<file path="config.mk">
export PLATFORM = sky130hd
export DESIGN_NAME = lcdcd_decoder
export DESIGN_NICKNAME = d
export VERILOG_FILES = /design/src/verilog/lcdcd_pkg.sv /design/src/verilog/lcdcd_decoder.sv
export VERILOG_INCLUDE_DIRS = /design/src /design/src/verilog
export SDC_FILE = /design/constraint.sdc
export NUM_CORES = 1
export LEC_CHECK = 0
export BUFFER_PORTS_ARGS = -buffer_cell sky130_fd_sc_hd__buf_2
export CAP_MARGIN = 20
export CORE_ASPECT_RATIO = 1.1
export CORE_MARGIN = 10
export CORE_UTILIZATION = 36
export DETAILED_ROUTE_END_ITERATION = 16
export PLACE_DENSITY = 0.63
export SLEW_MARGIN = 5
export SYNTH_ARGS = -nofsm -noshare
export SYNTH_HDL_FRONTEND = slang
export SYNTH_SLANG_ARGS = --single-unit
</file>
<file path="constraint.sdc">
create_clock -name clk_i -period 3.19 [get_ports clk_i]
set_input_delay 0.638 -clock clk_i [delete_from_list [all_inputs] [get_ports clk_i]]
set_output_delay 0.638 -clock clk_i [all_outputs]
set_load 0.02 [all_outputs]
</file>
<file path="src/verilog/lcdcd_map.svh">
// Offsets, opcode patterns, reset values and timing counts of the LCD command decoder
`ifndef LCDCD_MAP_SVH
`define LCDCD_MAP_SVH
`define LCDCD_OP_MODE      4'hC
`define LCDCD_OP_DEVSEL    5'h1C
`define LCDCD_OP_BANK      6'h3E
`define LCDCD_OP_BLINK     5'h1E
`define LCDCD_RAM_LOCS     7'h50
`define LCDCD_RST_MODE     2'h1
`define LCDCD_RST_RATE     2'h0
`define LCDCD_ADDR_BASE    6'h1C
`define LCDCD_DIV_2HZ      768
`define LCDCD_DIV_1HZ      1536
`define LCDCD_DIV_05HZ     3072
`define LCDCD_PHASE_TICKS  8'h01
`endif

</file>
<file path="src/verilog/lcdcd_pkg.sv">
// Types shared by the LCD command decoder
package lcdcd_pkg;
  typedef enum logic [1:0] {
    LCDCD_MUX4   = 2'b00,
    LCDCD_STATIC = 2'b01,
    LCDCD_MUX2   = 2'b10,
    LCDCD_MUX3   = 2'b11
  } lcdcd_mode_t;
  typedef enum logic [1:0] {
    LCDCD_ST_ADDR,
    LCDCD_ST_CTRL,
    LCDCD_ST_BODY,
    LCDCD_ST_IGNORE
  } lcdcd_state_t;
endpackage
</file>
<file path="src/verilog/lcdcd_decoder.sv">
// Command decoder, display controller status and cascade sync for the LCD driver
`include "lcdcd_map.svh"

// Notes on behaviour
// - 1100 opcode sets enable, bias, mode
// - Mode bits pick backplane count
// - Bias bit: 0 third, 1 half
// - Enable bit 0 blanks display
// - MSB clear loads seven-bit RAM pointer
// - 11100 opcode loads subaddress counter
// - Input bank bit routes incoming data
// - Output bank bit selects displayed bits
// - Bank command ignored in 1:3, 1:4
// - 11110 opcode sets blink rate
// - Blink style selects alternation blinking
// - Normal blinking forced in 1:3, 1:4
// - Execute commands, hold settings, write RAM
// - Assert sync at last backplane onset
// - Realign to first sync assertion seen
// - Sync line is open-drain, pull low
// - Synchronised after reset without command
// - Subaddress plus address bit identify device
// - Control byte selects data or command
// - Data stored at pointer, both advance
// - Answer writes to own address only
module lcdcd_decoder
  import lcdcd_pkg::*;
#(
  parameter int PTR_W   = 7,
  parameter int DIV_2HZ = `LCDCD_DIV_2HZ
) (
  input  wire logic             clk_i,
  input  wire logic             rst_b_i,
  input  wire logic             disp_tick_i,
  input  wire logic             slave_addr_low_pin_i,
  input  wire logic [2:0]       hw_subaddr_i,
  input  wire logic             rx_start_i,
  input  wire logic             rx_stop_i,
  input  wire logic             rx_valid_i,
  output      logic             rx_ready_o,
  input  wire logic [7:0]       rx_byte_i,
  output      logic             ack_output_pad_o,
  output      logic             ram_wr_valid_o,
  input  wire logic             ram_wr_ready_i,
  output      logic [PTR_W-1:0] ram_wr_addr_o,
  output      logic [7:0]       ram_wr_data_o,
  output      logic             ram_wr_bank_o,
  output      logic             display_enable_o,
  output      logic             bias_half_o,
  output      logic [1:0]       drive_mode_o,
  output      logic             output_bank_o,
  output      logic [1:0]       blink_rate_o,
  output      logic             blink_alternate_o,
  output      logic             blink_phase_o,
  output      logic [PTR_W-1:0] ram_pointer_o,
  output      logic [2:0]       subaddr_count_o,
  output      logic [1:0]       backplane_out_o,
  input  wire logic             sync_i,
  output      logic             sync_o,
  output      logic             sync_oe_o
);

  // Overview of the intake path
  // A transfer opens with a start pulse from the bit receiver. The first byte is the
  // address: six fixed bits, the level of the address pin, and a write bit. Any other
  // address, including a read, parks the framing in the ignore state until the next
  // start, so a device on the other address never disturbs its settings.
  // The byte after the address is a control byte. Its top bit says whether another
  // control byte follows the next byte; the bit below says whether the next byte is
  // display data or a command. With the top bit clear every later byte of the frame
  // is of the same kind, which is how a long run of display data is streamed.
  //
  // Commands
  // Commands are decoded by their leading bits only and executed on the clock edge
  // that accepts the byte, so a setting is visible one cycle after its byte. Bytes
  // that match no pattern fall through every decoder and leave all state alone.
  // The bank command is dropped whole in the 1:3 and 1:4 modes, both of its bits.
  // The alternation flag is stored as written but only shown while a mode with a
  // spare bank is active; a later mode change therefore brings it back.
  //
  // Display data
  // Each data byte goes to the location named by the pointer and the subaddress
  // counter, and both advance whether or not this device keeps the byte. Only the
  // device whose pins match the counter keeps it and acknowledges it.
  // A two-entry buffer sits in front of the RAM port. Intake is refused while it is
  // full, so a slow RAM port stalls the receiver rather than losing a word.
  //
  // Cascade sync
  // The backplane sequencer starts at phase 0 on reset in every device, so a cascade
  // released by one reset is aligned without any command. The shared line is only
  // ever pulled low, during this device's last phase. A low seen while not pulling
  // means a neighbour reached its last phase first; the phase jumps there to follow.
  // Limitation: only the first cycle of a foreign low realigns, so a neighbour that
  // holds the line low for long does not keep resetting the phase.
  //
  // Parameter checks
  // The pointer width is fixed by the eighty locations; the blink divider must be
  // at least two so that half a blink period is at least one tick.
  if (PTR_W != 7) begin : g_bad_ptr_w
    $error("lcdcd_decoder: PTR_W must be 7");
  end
  if (DIV_2HZ < 2) begin : g_bad_div
    $error("lcdcd_decoder: DIV_2HZ too small");
  end

  lcdcd_state_t     state;
  logic             more_ctrl;
  logic             is_data;
  logic             in_bank;
  logic             sel_match;
  logic [1:0]       bp_phase;
  logic [13:0]      blink_cnt;
  logic             buf_full0;
  logic             buf_full1;
  logic [PTR_W-1:0] buf_addr0;
  logic [PTR_W-1:0] buf_addr1;
  logic [7:0]       buf_data0;
  logic [7:0]       buf_data1;
  logic             buf_bank0;
  logic             buf_bank1;
  logic             take;
  logic             data_take;
  logic             low_mux;
  logic [1:0]       last_phase;
  logic             sync_seen;
  logic             alt_store;

  // Highest backplane index for the active mode
  function automatic logic [1:0] lcdcd_last(input logic [1:0] m);
    case (m)
      LCDCD_STATIC: lcdcd_last = 2'h0;
      LCDCD_MUX2:   lcdcd_last = 2'h1;
      LCDCD_MUX3:   lcdcd_last = 2'h2;
      default:      lcdcd_last = 2'h3;
    endcase
  endfunction

  // Bytes are refused while the data buffer is full so no display byte is lost
  assign rx_ready_o = !buf_full1;
  assign take       = rx_valid_i && rx_ready_o;
  assign low_mux    = (drive_mode_o == LCDCD_STATIC) || (drive_mode_o == LCDCD_MUX2);
  assign data_take  = take && (state == LCDCD_ST_BODY) && is_data;
  assign last_phase = lcdcd_last(drive_mode_o);

  // Transfer framing: address, control byte, then command or data bytes
  always_ff @(posedge clk_i or negedge rst_b_i) begin
    if (!rst_b_i) begin
      state     <= LCDCD_ST_IGNORE;
      more_ctrl <= 1'b0;
      is_data   <= 1'b0;
    end else if (rx_start_i) begin
      state <= LCDCD_ST_ADDR;
    end else if (rx_stop_i) begin
      state <= LCDCD_ST_IGNORE;
    end else if (take) begin
      case (state)
        LCDCD_ST_ADDR: begin
          // Write to own address only, reads and the other address ignored
          if (rx_byte_i == {`LCDCD_ADDR_BASE, slave_addr_low_pin_i, 1'b0})
            state <= LCDCD_ST_CTRL;
          else
            state <= LCDCD_ST_IGNORE;
        end
        LCDCD_ST_CTRL: begin
          more_ctrl <= rx_byte_i[7];  // Another control byte follows
          is_data   <= rx_byte_i[6];  // Next byte is RAM data
          state     <= LCDCD_ST_BODY;
        end
        LCDCD_ST_BODY: begin
          if (more_ctrl) state <= LCDCD_ST_CTRL;
        end
        default: state <= LCDCD_ST_IGNORE;
      endcase
    end
  end

  // Acknowledge: all addressed devices for commands, matched subaddress for data
  always_ff @(posedge clk_i or negedge rst_b_i) begin
    if (!rst_b_i) begin
      ack_output_pad_o <= 1'b0;
    end else begin
      ack_output_pad_o <= take && ((state == LCDCD_ST_ADDR &&
                            rx_byte_i == {`LCDCD_ADDR_BASE, slave_addr_low_pin_i, 1'b0}) ||
                            state == LCDCD_ST_CTRL || (state == LCDCD_ST_BODY && (!is_data || sel_match)));
    end
  end
  assign sel_match = (subaddr_count_o == hw_subaddr_i);  // Identity is subaddress plus address bit

  // Mode set command
  always_ff @(posedge clk_i or negedge rst_b_i) begin
    if (!rst_b_i) begin
      display_enable_o <= 1'b0;
      bias_half_o      <= 1'b0;
      drive_mode_o     <= `LCDCD_RST_MODE;
    end else if (take && state == LCDCD_ST_BODY && !is_data && rx_byte_i[7:4] == `LCDCD_OP_MODE) begin
      display_enable_o <= rx_byte_i[3];   // Zero blanks the display
      bias_half_o      <= rx_byte_i[2];   // Zero third, one half
      drive_mode_o     <= rx_byte_i[1:0]; // drive_mode_hi, drive_mode_lo
    end
  end

  // Pointer and subaddress: loaded by command, advanced by each data byte
  always_ff @(posedge clk_i or negedge rst_b_i) begin
    if (!rst_b_i) begin
      ram_pointer_o   <= '0;
      subaddr_count_o <= 3'h0;
    end else if (take && state == LCDCD_ST_BODY) begin
      if (is_data) begin
        // Wrap past the last location into the next device
        if (ram_pointer_o == `LCDCD_RAM_LOCS - 7'h01) begin
          ram_pointer_o   <= '0;
          subaddr_count_o <= subaddr_count_o + 3'h1;
        end else begin
          ram_pointer_o <= ram_pointer_o + 7'h01;
        end
      end else if (!rx_byte_i[7]) begin
        ram_pointer_o <= rx_byte_i[6:0];  // ram_pointer_msb down to bit 0
      end else if (rx_byte_i[7:3] == `LCDCD_OP_DEVSEL) begin
        subaddr_count_o <= rx_byte_i[2:0];  // hw_subaddr_msb down to bit 0
      end
      // Other patterns leave everything unchanged
    end
  end

  // Bank select, dropped entirely in the 1:3 and 1:4 modes
  always_ff @(posedge clk_i or negedge rst_b_i) begin
    if (!rst_b_i) begin
      in_bank       <= 1'b0;
      output_bank_o <= 1'b0;
    end else if (take && state == LCDCD_ST_BODY && !is_data &&
                 rx_byte_i[7:2] == `LCDCD_OP_BANK && low_mux) begin
      in_bank       <= rx_byte_i[1];  // Storage bank for arriving data
      output_bank_o <= rx_byte_i[0];  // Bank shown on the display
    end
  end

  // Blink command
  always_ff @(posedge clk_i or negedge rst_b_i) begin
    if (!rst_b_i) begin
      blink_rate_o      <= `LCDCD_RST_RATE;
      alt_store         <= 1'b0;
    end else if (take && state == LCDCD_ST_BODY && !is_data && rx_byte_i[7:3] == `LCDCD_OP_BLINK) begin
      blink_rate_o      <= rx_byte_i[1:0];  // blink_rate_hi, blink_rate_lo
      alt_store         <= rx_byte_i[2];
    end
  end

  // Alternation needs a spare bank, so the 1:3 and 1:4 modes fall back to normal
  assign blink_alternate_o = alt_store && low_mux;

  // Blink phase toggles at half the blink period in display ticks
  always_ff @(posedge clk_i or negedge rst_b_i) begin
    if (!rst_b_i) begin
      blink_cnt     <= 14'h0000;
      blink_phase_o <= 1'b0;
    end else if (blink_rate_o == 2'h0) begin
      blink_cnt     <= 14'h0000;
      blink_phase_o <= 1'b0;
    end else if (disp_tick_i) begin
      if (blink_cnt >= 14'(((DIV_2HZ / 2) << (blink_rate_o - 2'h1)) - 1)) begin
        blink_cnt     <= 14'h0000;
        blink_phase_o <= !blink_phase_o;
      end else begin
        blink_cnt <= blink_cnt + 14'h0001;
      end
    end
  end

  // Two-entry buffer between byte intake and RAM write port
  always_ff @(posedge clk_i or negedge rst_b_i) begin
    if (!rst_b_i) begin
      buf_full0 <= 1'b0;
      buf_full1 <= 1'b0;
      buf_addr0 <= '0;
      buf_addr1 <= '0;
      buf_data0 <= 8'h00;
      buf_data1 <= 8'h00;
      buf_bank0 <= 1'b0;
      buf_bank1 <= 1'b0;
    end else begin
      if (buf_full0 && ram_wr_ready_i) begin
        buf_full0 <= buf_full1 || (data_take && sel_match);
        buf_full1 <= 1'b0;
        buf_addr0 <= buf_full1 ? buf_addr1 : ram_pointer_o;
        buf_data0 <= buf_full1 ? buf_data1 : rx_byte_i;
        buf_bank0 <= buf_full1 ? buf_bank1 : in_bank;
      end else if (data_take && sel_match) begin
        if (!buf_full0) begin
          buf_full0 <= 1'b1;
          buf_addr0 <= ram_pointer_o;
          buf_data0 <= rx_byte_i;
          buf_bank0 <= in_bank;
        end else begin
          buf_full1 <= 1'b1;
          buf_addr1 <= ram_pointer_o;
          buf_data1 <= rx_byte_i;
          buf_bank1 <= in_bank;
        end
      end
    end
  end
  assign ram_wr_valid_o = buf_full0;
  assign ram_wr_addr_o  = buf_addr0;
  assign ram_wr_data_o  = buf_data0;
  assign ram_wr_bank_o  = buf_bank0;

  // Backplane sequencer; starts at phase 0 after reset so a cascade agrees
  always_ff @(posedge clk_i or negedge rst_b_i) begin
    if (!rst_b_i) begin
      bp_phase  <= 2'h0;
      sync_seen <= 1'b0;
    end else begin
      sync_seen <= !sync_i;
      if (!sync_i && !sync_seen && !sync_oe_o) begin
        bp_phase <= last_phase;  // Another device hit its last phase first
      end else if (disp_tick_i) begin
        bp_phase <= (bp_phase >= last_phase) ? 2'h0 : bp_phase + 2'h1;
      end
    end
  end
  assign backplane_out_o = bp_phase;

  // Open-drain sync: drive low only in the last phase, else listen
  assign sync_o    = 1'b0;
  assign sync_oe_o = (bp_phase == last_phase);

endmodule // lcdcd_decoder

</file>
==> out/results.txt, run 1 <==
post-route clock period utilization = 0.810
Hold Slack = 0.443 ns
Synth area leader = dfrtp_1
core area = 10900 um^2
sw power = 1.03 mW
Post-Syn Area = 4010 um^2
critical path type = reg2out
antenna violations before repair = 0
largest net degree at the start of global routing = 77
clock slew at reported path FFs = 0.06 ns
DP Wirelength = 6.96 mm
vias per cell = 5.06
Worst Hold Class = in2reg
number of detailed-route iterations in the first pass = 4
reg2reg start = blink_rate_o[0]
final setup fails = 0
Initial Util = 0.368
CTS Buffer Depth = 2
first-pass GRT wire length = 16.0 mm
CTS resizes = 0
number of remaining DRC errors = 0
crit-path max FO = 4
diodes inserted = 0
Synth top area share = 0.455
Cells after DPL = 591
crit path DAT = 1.95 ns
I/O Pins = 62
Post-synth top flop = dfrtp_1
Synth Instances = 390
total track usage = 0.127
final hold violations = 0
RSZ-0062 raised after global routing = no
post-route design area = 4810 um^2
Core Rows = 40
syn_area_per_cell = 10.3 um^2
Cell variety after synth = 55
fin. max-slew vios = 0
Comb pwr share = 0.238
share of cells above drive strength 1 = 0.261
top post-synthesis cells by area = dfrtp_1, ha_1, mux2_4, mux2i_1, nor2_1
vias in the first global route = 3161
Final Net Count = 494
sequential power share = 0.407
H-tree depth = 3
commonest non-fill, non-tap cells in the layout = dfrtp_1, buf_2, nor2_1
Critical Path Sink Type = output port
max frequency = 387 MHz
Clock Sinks = 76
post-route ant nets = 0
Die Span Y = 131 um
worst r2r dst = blink_phase_o
flops & latches, synth = 76
Clock Power Share = 0.355
asr flop ratio synth = 1.00
setup TNS = 0 ns
max_slew headroom = 0.344
Worst-Margin Slew = 0.984 ns
hold buffers post-CTS = 0
Req. time, crit path = 2.55 ns
Net Sw Frac = 0.330
Die X = 121 um
Final Instance Count excl. Fillers = 607
Worst-Skew Late Latency = 0.33 ns
post-layout min period = 2.59 ns
Avg WL per Cell = 15.8 um
Syn-to-layout area delta = 19.8%
via count = 3074
violation count after the first detailed-routing iteration = 193
Setup Skew = 0.00434 ns
Pint = 2.10 mW
CTS tree = built
post-CTS setup buffers = 0
total power = 3.13 mW
R2R Setup Slk = 0.69 ns
maximum VDD drop = 0.000373 V
number of enable flip-flop cells after synthesis = 0
crit path from = drive_mode_o[0]
routed wire length = 9.57 mm
PwrDens = 651 nW/um^2
Seq/Total Area, Yosys = 0.475
IO buf count = 60
Final Wtd Congestion = 0.829
max_cap viols = 0
full die area = 15800 um^2
grt total ovfl = 0
CP Launch Type = flip-flop
status = completed
dpl cell area = 4480 um^2
most common cell after layout, fill and taps aside = dfrtp_1
CP endpoint = sync_oe_o
root buf cell = clkbuf_16
reg2reg path depth = 10
static leakage = 2.43 nW
CTS Buf Count = 9
Synthesis Warnings = 0
cells by family after synthesis:
group                      Yosys count  share of synthesized area
adders and majority gates           19                     0.0592
xor gates and xnor gates            10                     0.0218
DFF                                 76                      0.475
other                                2                    0.00187
buffers and inverters               33                     0.0365
muxes                               44                      0.130
AOI/OAI and AO/OA                   76                      0.114
and+or+nand+nor                    130                      0.162
power by group through the flow:
stage	logic [mW]	clock network [mW]	registers (mW)
after global placement	0.728	0	1.28
after detailed placement	0.752	0	1.29
after floorplan	0.411	0	1.34
after CTS	0.754	1.15	1.28
after global routing	0.842	1.19	1.31
final	0.744	1.11	1.27
registers in the layout (all words and copies together) (netlist names), 2 cells and up:
name / flops
blink_cnt: 14
buf_data1: 8
ram_wr_data_o: 8
buf_addr1: 7
ram_pointer_o: 7
ram_wr_addr_o: 7
subaddr_count_o: 3
backplane_out_o: 2
blink_rate_o: 2
drive_mode_o: 2
state: 2
through the flow:
stage               setup WS, ns   util
finish                     0.605  0.441
global route               0.512  0.441
CTS                        0.581  0.441
detailed placement         0.703  0.411
global placement           0.795  0.411
floorplan                  0.810      -
metal layers:
metal	track usage	share of wire
met5	0	0
met1	0.157	0.45
met2	0.206	0.48
met4	0.0511	0.011
met3	0.0356	0.064
synth_stat cells (2+ instances only):
| library cell | n |
|---|---|
| xor2_1 | 5 |
| a211oi_1 | 3 |
| and2_1 | 5 |
| nand4_1 | 5 |
| nor3_1 | 9 |
| a21o_1 | 4 |
| a22o_1 | 2 |
| mux2i_1 | 18 |
| mux2_2 | 13 |
| nand3_1 | 13 |
| nor2_1 | 45 |
| inv_1 | 20 |
| conb_1 | 2 |
| dfrtp_1 | 73 |
| ha_1 | 19 |
| clkbuf_1 | 9 |
| o22ai_1 | 3 |
| nor4_1 | 2 |
| a22oi_1 | 2 |
| a21oi_1 | 32 |
| or4_1 | 2 |
| xnor2_1 | 5 |
| dfstp_2 | 3 |
| and3_1 | 3 |
| buf_2 | 2 |
| nand2_1 | 27 |
| nand2b_1 | 2 |
| o21ai_0 | 17 |
| mux2_4 | 13 |
| nor2b_1 | 3 |
| a31oi_1 | 3 |
| or3_1 | 3 |
layout make-up:
type | count | area [um^2]
clock buffers | 10 | 239
fillers | 1103 | 6100
multi-input cells | 282 | 1970
repair buffers | 66 | 348
inverters | 20 | 75.1
flip-flops and latches | 76 | 1910
clock inverters | 6 | 86.3
well taps | 147 | 184
critical path: stages (launching register included):
cell	delay, ns
dfstp_2	0.54
inv_1	0.07
ha_1	0.37
ha_1	0.33
and2_1	0.16
buf_2	0.15
how the worst min path moves through the flow:
stage                          startpoint          endpoint  depth (start not counted)
after floorplan                   rst_b_i  ack_output_pad_o                          0
after global placement    drive_mode_o[0]   drive_mode_o[0]                          2
after detailed placement  drive_mode_o[0]   drive_mode_o[0]                          2
after CTS                      rx_start_i          state[0]                          2
after global routing           rx_start_i          state[1]                          2
final                          rx_start_i          state[1]                          2
No activity file was read; power rests on OpenSTA's default activity.
==> run 2, diff against run 1 <==
--- a/config.mk
+++ b/config.mk
@@ -6,13 +6,14 @@
 export SDC_FILE = /design/constraint.sdc
 export NUM_CORES = 1
 export LEC_CHECK = 0
+export ABC_AREA = 1
 export BUFFER_PORTS_ARGS = -buffer_cell sky130_fd_sc_hd__buf_2
 export CAP_MARGIN = 20
 export CORE_ASPECT_RATIO = 1.1
 export CORE_MARGIN = 10
 export CORE_UTILIZATION = 36
 export DETAILED_ROUTE_END_ITERATION = 16
-export PLACE_DENSITY = 0.63
+export PLACE_DENSITY = 0.65
 export SLEW_MARGIN = 5
 export SYNTH_ARGS = -nofsm -noshare
 export SYNTH_HDL_FRONTEND = slang
==> constraint.sdc (replaced) <==
create_clock -name clk_i -period 2.3 [get_ports clk_i]
set_input_delay 0.46 -clock clk_i [delete_from_list [all_inputs] [get_ports clk_i]]
set_output_delay 0.46 -clock clk_i [all_outputs]
set_load 0.02 [all_outputs]
==> out/results.txt, run 2 <==
routed wire length = 10.5 mm (+10%)
number of flip-flops in the largest register = 14 (unchanged)
post-route ant nets = 0 (unchanged)
DP Wirelength = 8.03 mm (+15%)
max_cap viols = 0 (unchanged)
final hold violations = 0 (unchanged)
max_slew headroom = 0.649 (+0.305)
share of cells above drive strength 1 = 0.228 (-0.0324)
post-route clock period utilization = 0.955
CTS Buf Count = 9 (unchanged)
post-CTS setup buffers = 0 (unchanged)
I/O Pins = 62 (unchanged)
Syn-to-layout area delta = 18.1%
largest net degree at the start of global routing = 42 (-45%)
vias per cell = 4.87 (-3.8%)
most common cell after layout, fill and taps aside = nand2_1
static leakage = 2.59 nW (+6.4%)
antenna violations before repair = 0 (unchanged)
Synth area leader = dfrtp_1
Final Net Count = 638 (+29%)
Seq/Total Area, Yosys = 0.447 (-0.0276)
Setup Skew = 0.00437 ns (+0.0000346 ns)
final setup fails = 0 (unchanged)
clock slew at reported path FFs = 0.06 ns (about the same)
max frequency = 455 MHz
syn_area_per_cell = 7.98 um^2 (-22%)
PwrDens = 921 nW/um^2 (+42%)
violation count after the first detailed-routing iteration = 189 (-2.1%)
largest register by flop count = blink_cnt
CTS Buffer Depth = 2 (unchanged)
flops & latches, synth = 76 (unchanged)
total power = 4.64 mW (+48%)
Post-synth top flop = dfrtp_1
top-count cell post-synth = nand2_1
Critical Path Sink Type = output port
first-pass GRT wire length = 17.9 mm (+12%)
reg2reg start = blink_rate_o[0]
grt total ovfl = 0 (unchanged)
worst r2r dst = blink_cnt[12]
total track usage = 0.132 (+0.00529)
post-route design area = 5030 um^2 (+4.7%)
cell breakdown of the critical path = inv_2 -> ha_4 -> ha_1 -> nand2_2 -> inv_1 -> buf_2
CP Launch Type = flip-flop
top post-synthesis cells by area = dfrtp_1, nand2_1, ha_1, nor2_1, inv_1
Crit-path slowest cell = dfstp_2
diodes inserted = 0 (unchanged)
Clock Sinks = 76 (unchanged)
asr flop ratio synth = 1.00 (unchanged)
full die area = 16600 um^2 (+5.2%)
Synthesis Warnings = 0 (unchanged)
CP Buf/Inv Count = 3 (+1)
crit-path max FO = 3 (-1)
crit path DAT = 1.74 ns (-0.21 ns)
Synth Instances = 534 (+37%)
critical path type = reg2out
Final Core Density = 0.436 (-0.00473)
Max stage delay on crit path = 0.54 ns (about the same)
number of detailed-route iterations in the first pass = 4 (unchanged)
Worst-Margin Slew = 0.526 ns (-0.458 ns)
Avg WL per Cell = 14.0 um (-11%)
number of enable flip-flop cells after synthesis = 0 (unchanged)
Die Span Y = 134 um (+2.6%)
Synth top area share = 0.429 (-0.0265)
Req. time, crit path = 1.84 ns (-0.71 ns)
reg2reg path depth = 11 (+1)
fin. max-slew vios = 0 (unchanged)
post-layout min period = 2.20 ns
critical path's top delay family = flip-flops
Post-Syn Area = 4260 um^2 (+6.2%)
R2R Setup Slk = 0.26 ns (-0.43 ns)
Core Rows = 41 (+2.5%)
vias in the first global route = 3745 (+18%)
Final Wtd Congestion = 0.906 (+9.3%)
maximum VDD drop = 0.000500 V (+34%)
Worst-Skew Late Latency = 0.33 ns (about the same)
Worst Hold Class = in2async
Cell variety after synth = 33 (-40%)
via count = 3673 (+19%)
dpl cell area = 4720 um^2 (+5.4%)
setup TNS = 0 ns (unchanged)
status = completed
CTS tree = built
fillers = 1174 (+6.4%)
RSZ-0062 raised after global routing = no
Die X = 124 um (+2.5%)
number of remaining DRC errors = 0 (unchanged)
core area = 11500 um^2 (+5.8%)
Initial Util = 0.369 (+0.00132)
commonest cells in the netlist = nand2_1, dfrtp_1, nor2_1, inv_1, nand3_1
commonest non-fill, non-tap cells in the layout = nand2_1, dfrtp_1, nor2_1
H-tree depth = 3 (unchanged)
root buf cell = clkbuf_16
IO buf count = 60 (unchanged)
==> run 2: cell types whose count changed after synthesis, moves of 6 or more <==
cell      change
inv_1        +34
nand2_2      +20
mux2i_1      -18
nand2_1     +104
nand3_1      +25
nor2_1       +17
buf_2         +6
mux2_2       -13
o21ai_0       +6
o21ai_2      +17
mux2_4       -13
clkbuf_1      -9
==> run 2: how the worst max path moves through the flow <==
| stage | slack, ns | to | from | cells after the start |
|---|---|---|---|---|
| floorplan | 0.35 | sync_oe_o | drive_mode_o[0] | 5 |
| global placement | 0.35 | blink_cnt[12] | blink_rate_o[0] | 11 |
| detailed placement | 0.28 | blink_cnt[12] | blink_rate_o[0] | 11 |
| CTS | 0.04 | sync_oe_o | drive_mode_o[0] | 6 |
| global route | 0.03 | sync_oe_o | drive_mode_o[0] | 6 |
| finish | 0.10 | sync_oe_o | drive_mode_o[0] | 6 |
==> run 2: layer usage <==
layer	wire [um]	vias to the layer above	global-route usage
met4	201	0	0.0531
met5	0	-	0
li1	-	1838	-
met2	5360	87	0.225
met1	4540	1727	0.157
met3	442	21	0.0277
==> run 2: cell families (layout without fill, tap and decap cells) <==
family / Yosys count / after routing / synth area share
buffers and inverters: 71 / 140 / 0.0728
AO/OA/AOI/OAI: 81 / 81 / 0.114
other: 2 / 3 / 0.00176
adder cells (fa/ha/maj): 19 / 19 / 0.0558
AND/OR/NAND/NOR: 273 / 273 / 0.282
XOR/XNOR: 12 / 12 / 0.0264
flip-flops: 76 / 76 / 0.447
==> run 2: power by group <==
part | switching (mW) | total (mW) | internal, mW
registers | 0.229 | 1.82 | 1.59
clock network | 0.551 | 1.39 | 0.840
logic | 0.942 | 1.43 | 0.488
==> run 2: metrics by stage <==
stage	cells	hold slack, ns	setup WS, ns
final	754	0.105	0.103
after floorplan	535	0.164	0.347
after detailed placement	738	0.470	0.277
after CTS	754	0.119	0.0388
after global placement	738	0.465	0.354
after global routing	754	0.128	0.0271
==> run 2: worst register-to-register path, stage by stage (launching register included) <==
cell and delay [ns]:
dfrtp_1 0.43, inv_1 0.13, ha_1 0.16, inv_1 0.04, ha_1 0.28, nand2_1 0.06, nor2_1 0.12, nand3_1 0.09
nand3_1 0.13, nand2_1 0.10, inv_1 0.28, nor2_1 0.09
==> run 2: area by class of cell <==
type | count | area (um^2) | area share
multi-input cells | 388 | 2060 | 0.410
flip-flops and latches | 76 | 1910 | 0.379
repair buffers | 67 | 368 | 0.0731
clock buffers | 10 | 229 | 0.0455
inverters | 57 | 214 | 0.0425
well taps | 150 | 188 | 0.0373
clock inverters | 6 | 65.1 | 0.0129
==> run 2: repair_timing <==
| item | in CTS | in global routing |
|---|---|---|
| endpoints found under the hold margin | 0 | 0 |
| resized for setup | 1 | 2 |
| hold buffers | 0 | 0 |
| endpoints found under the setup margin | 1 | 1 |
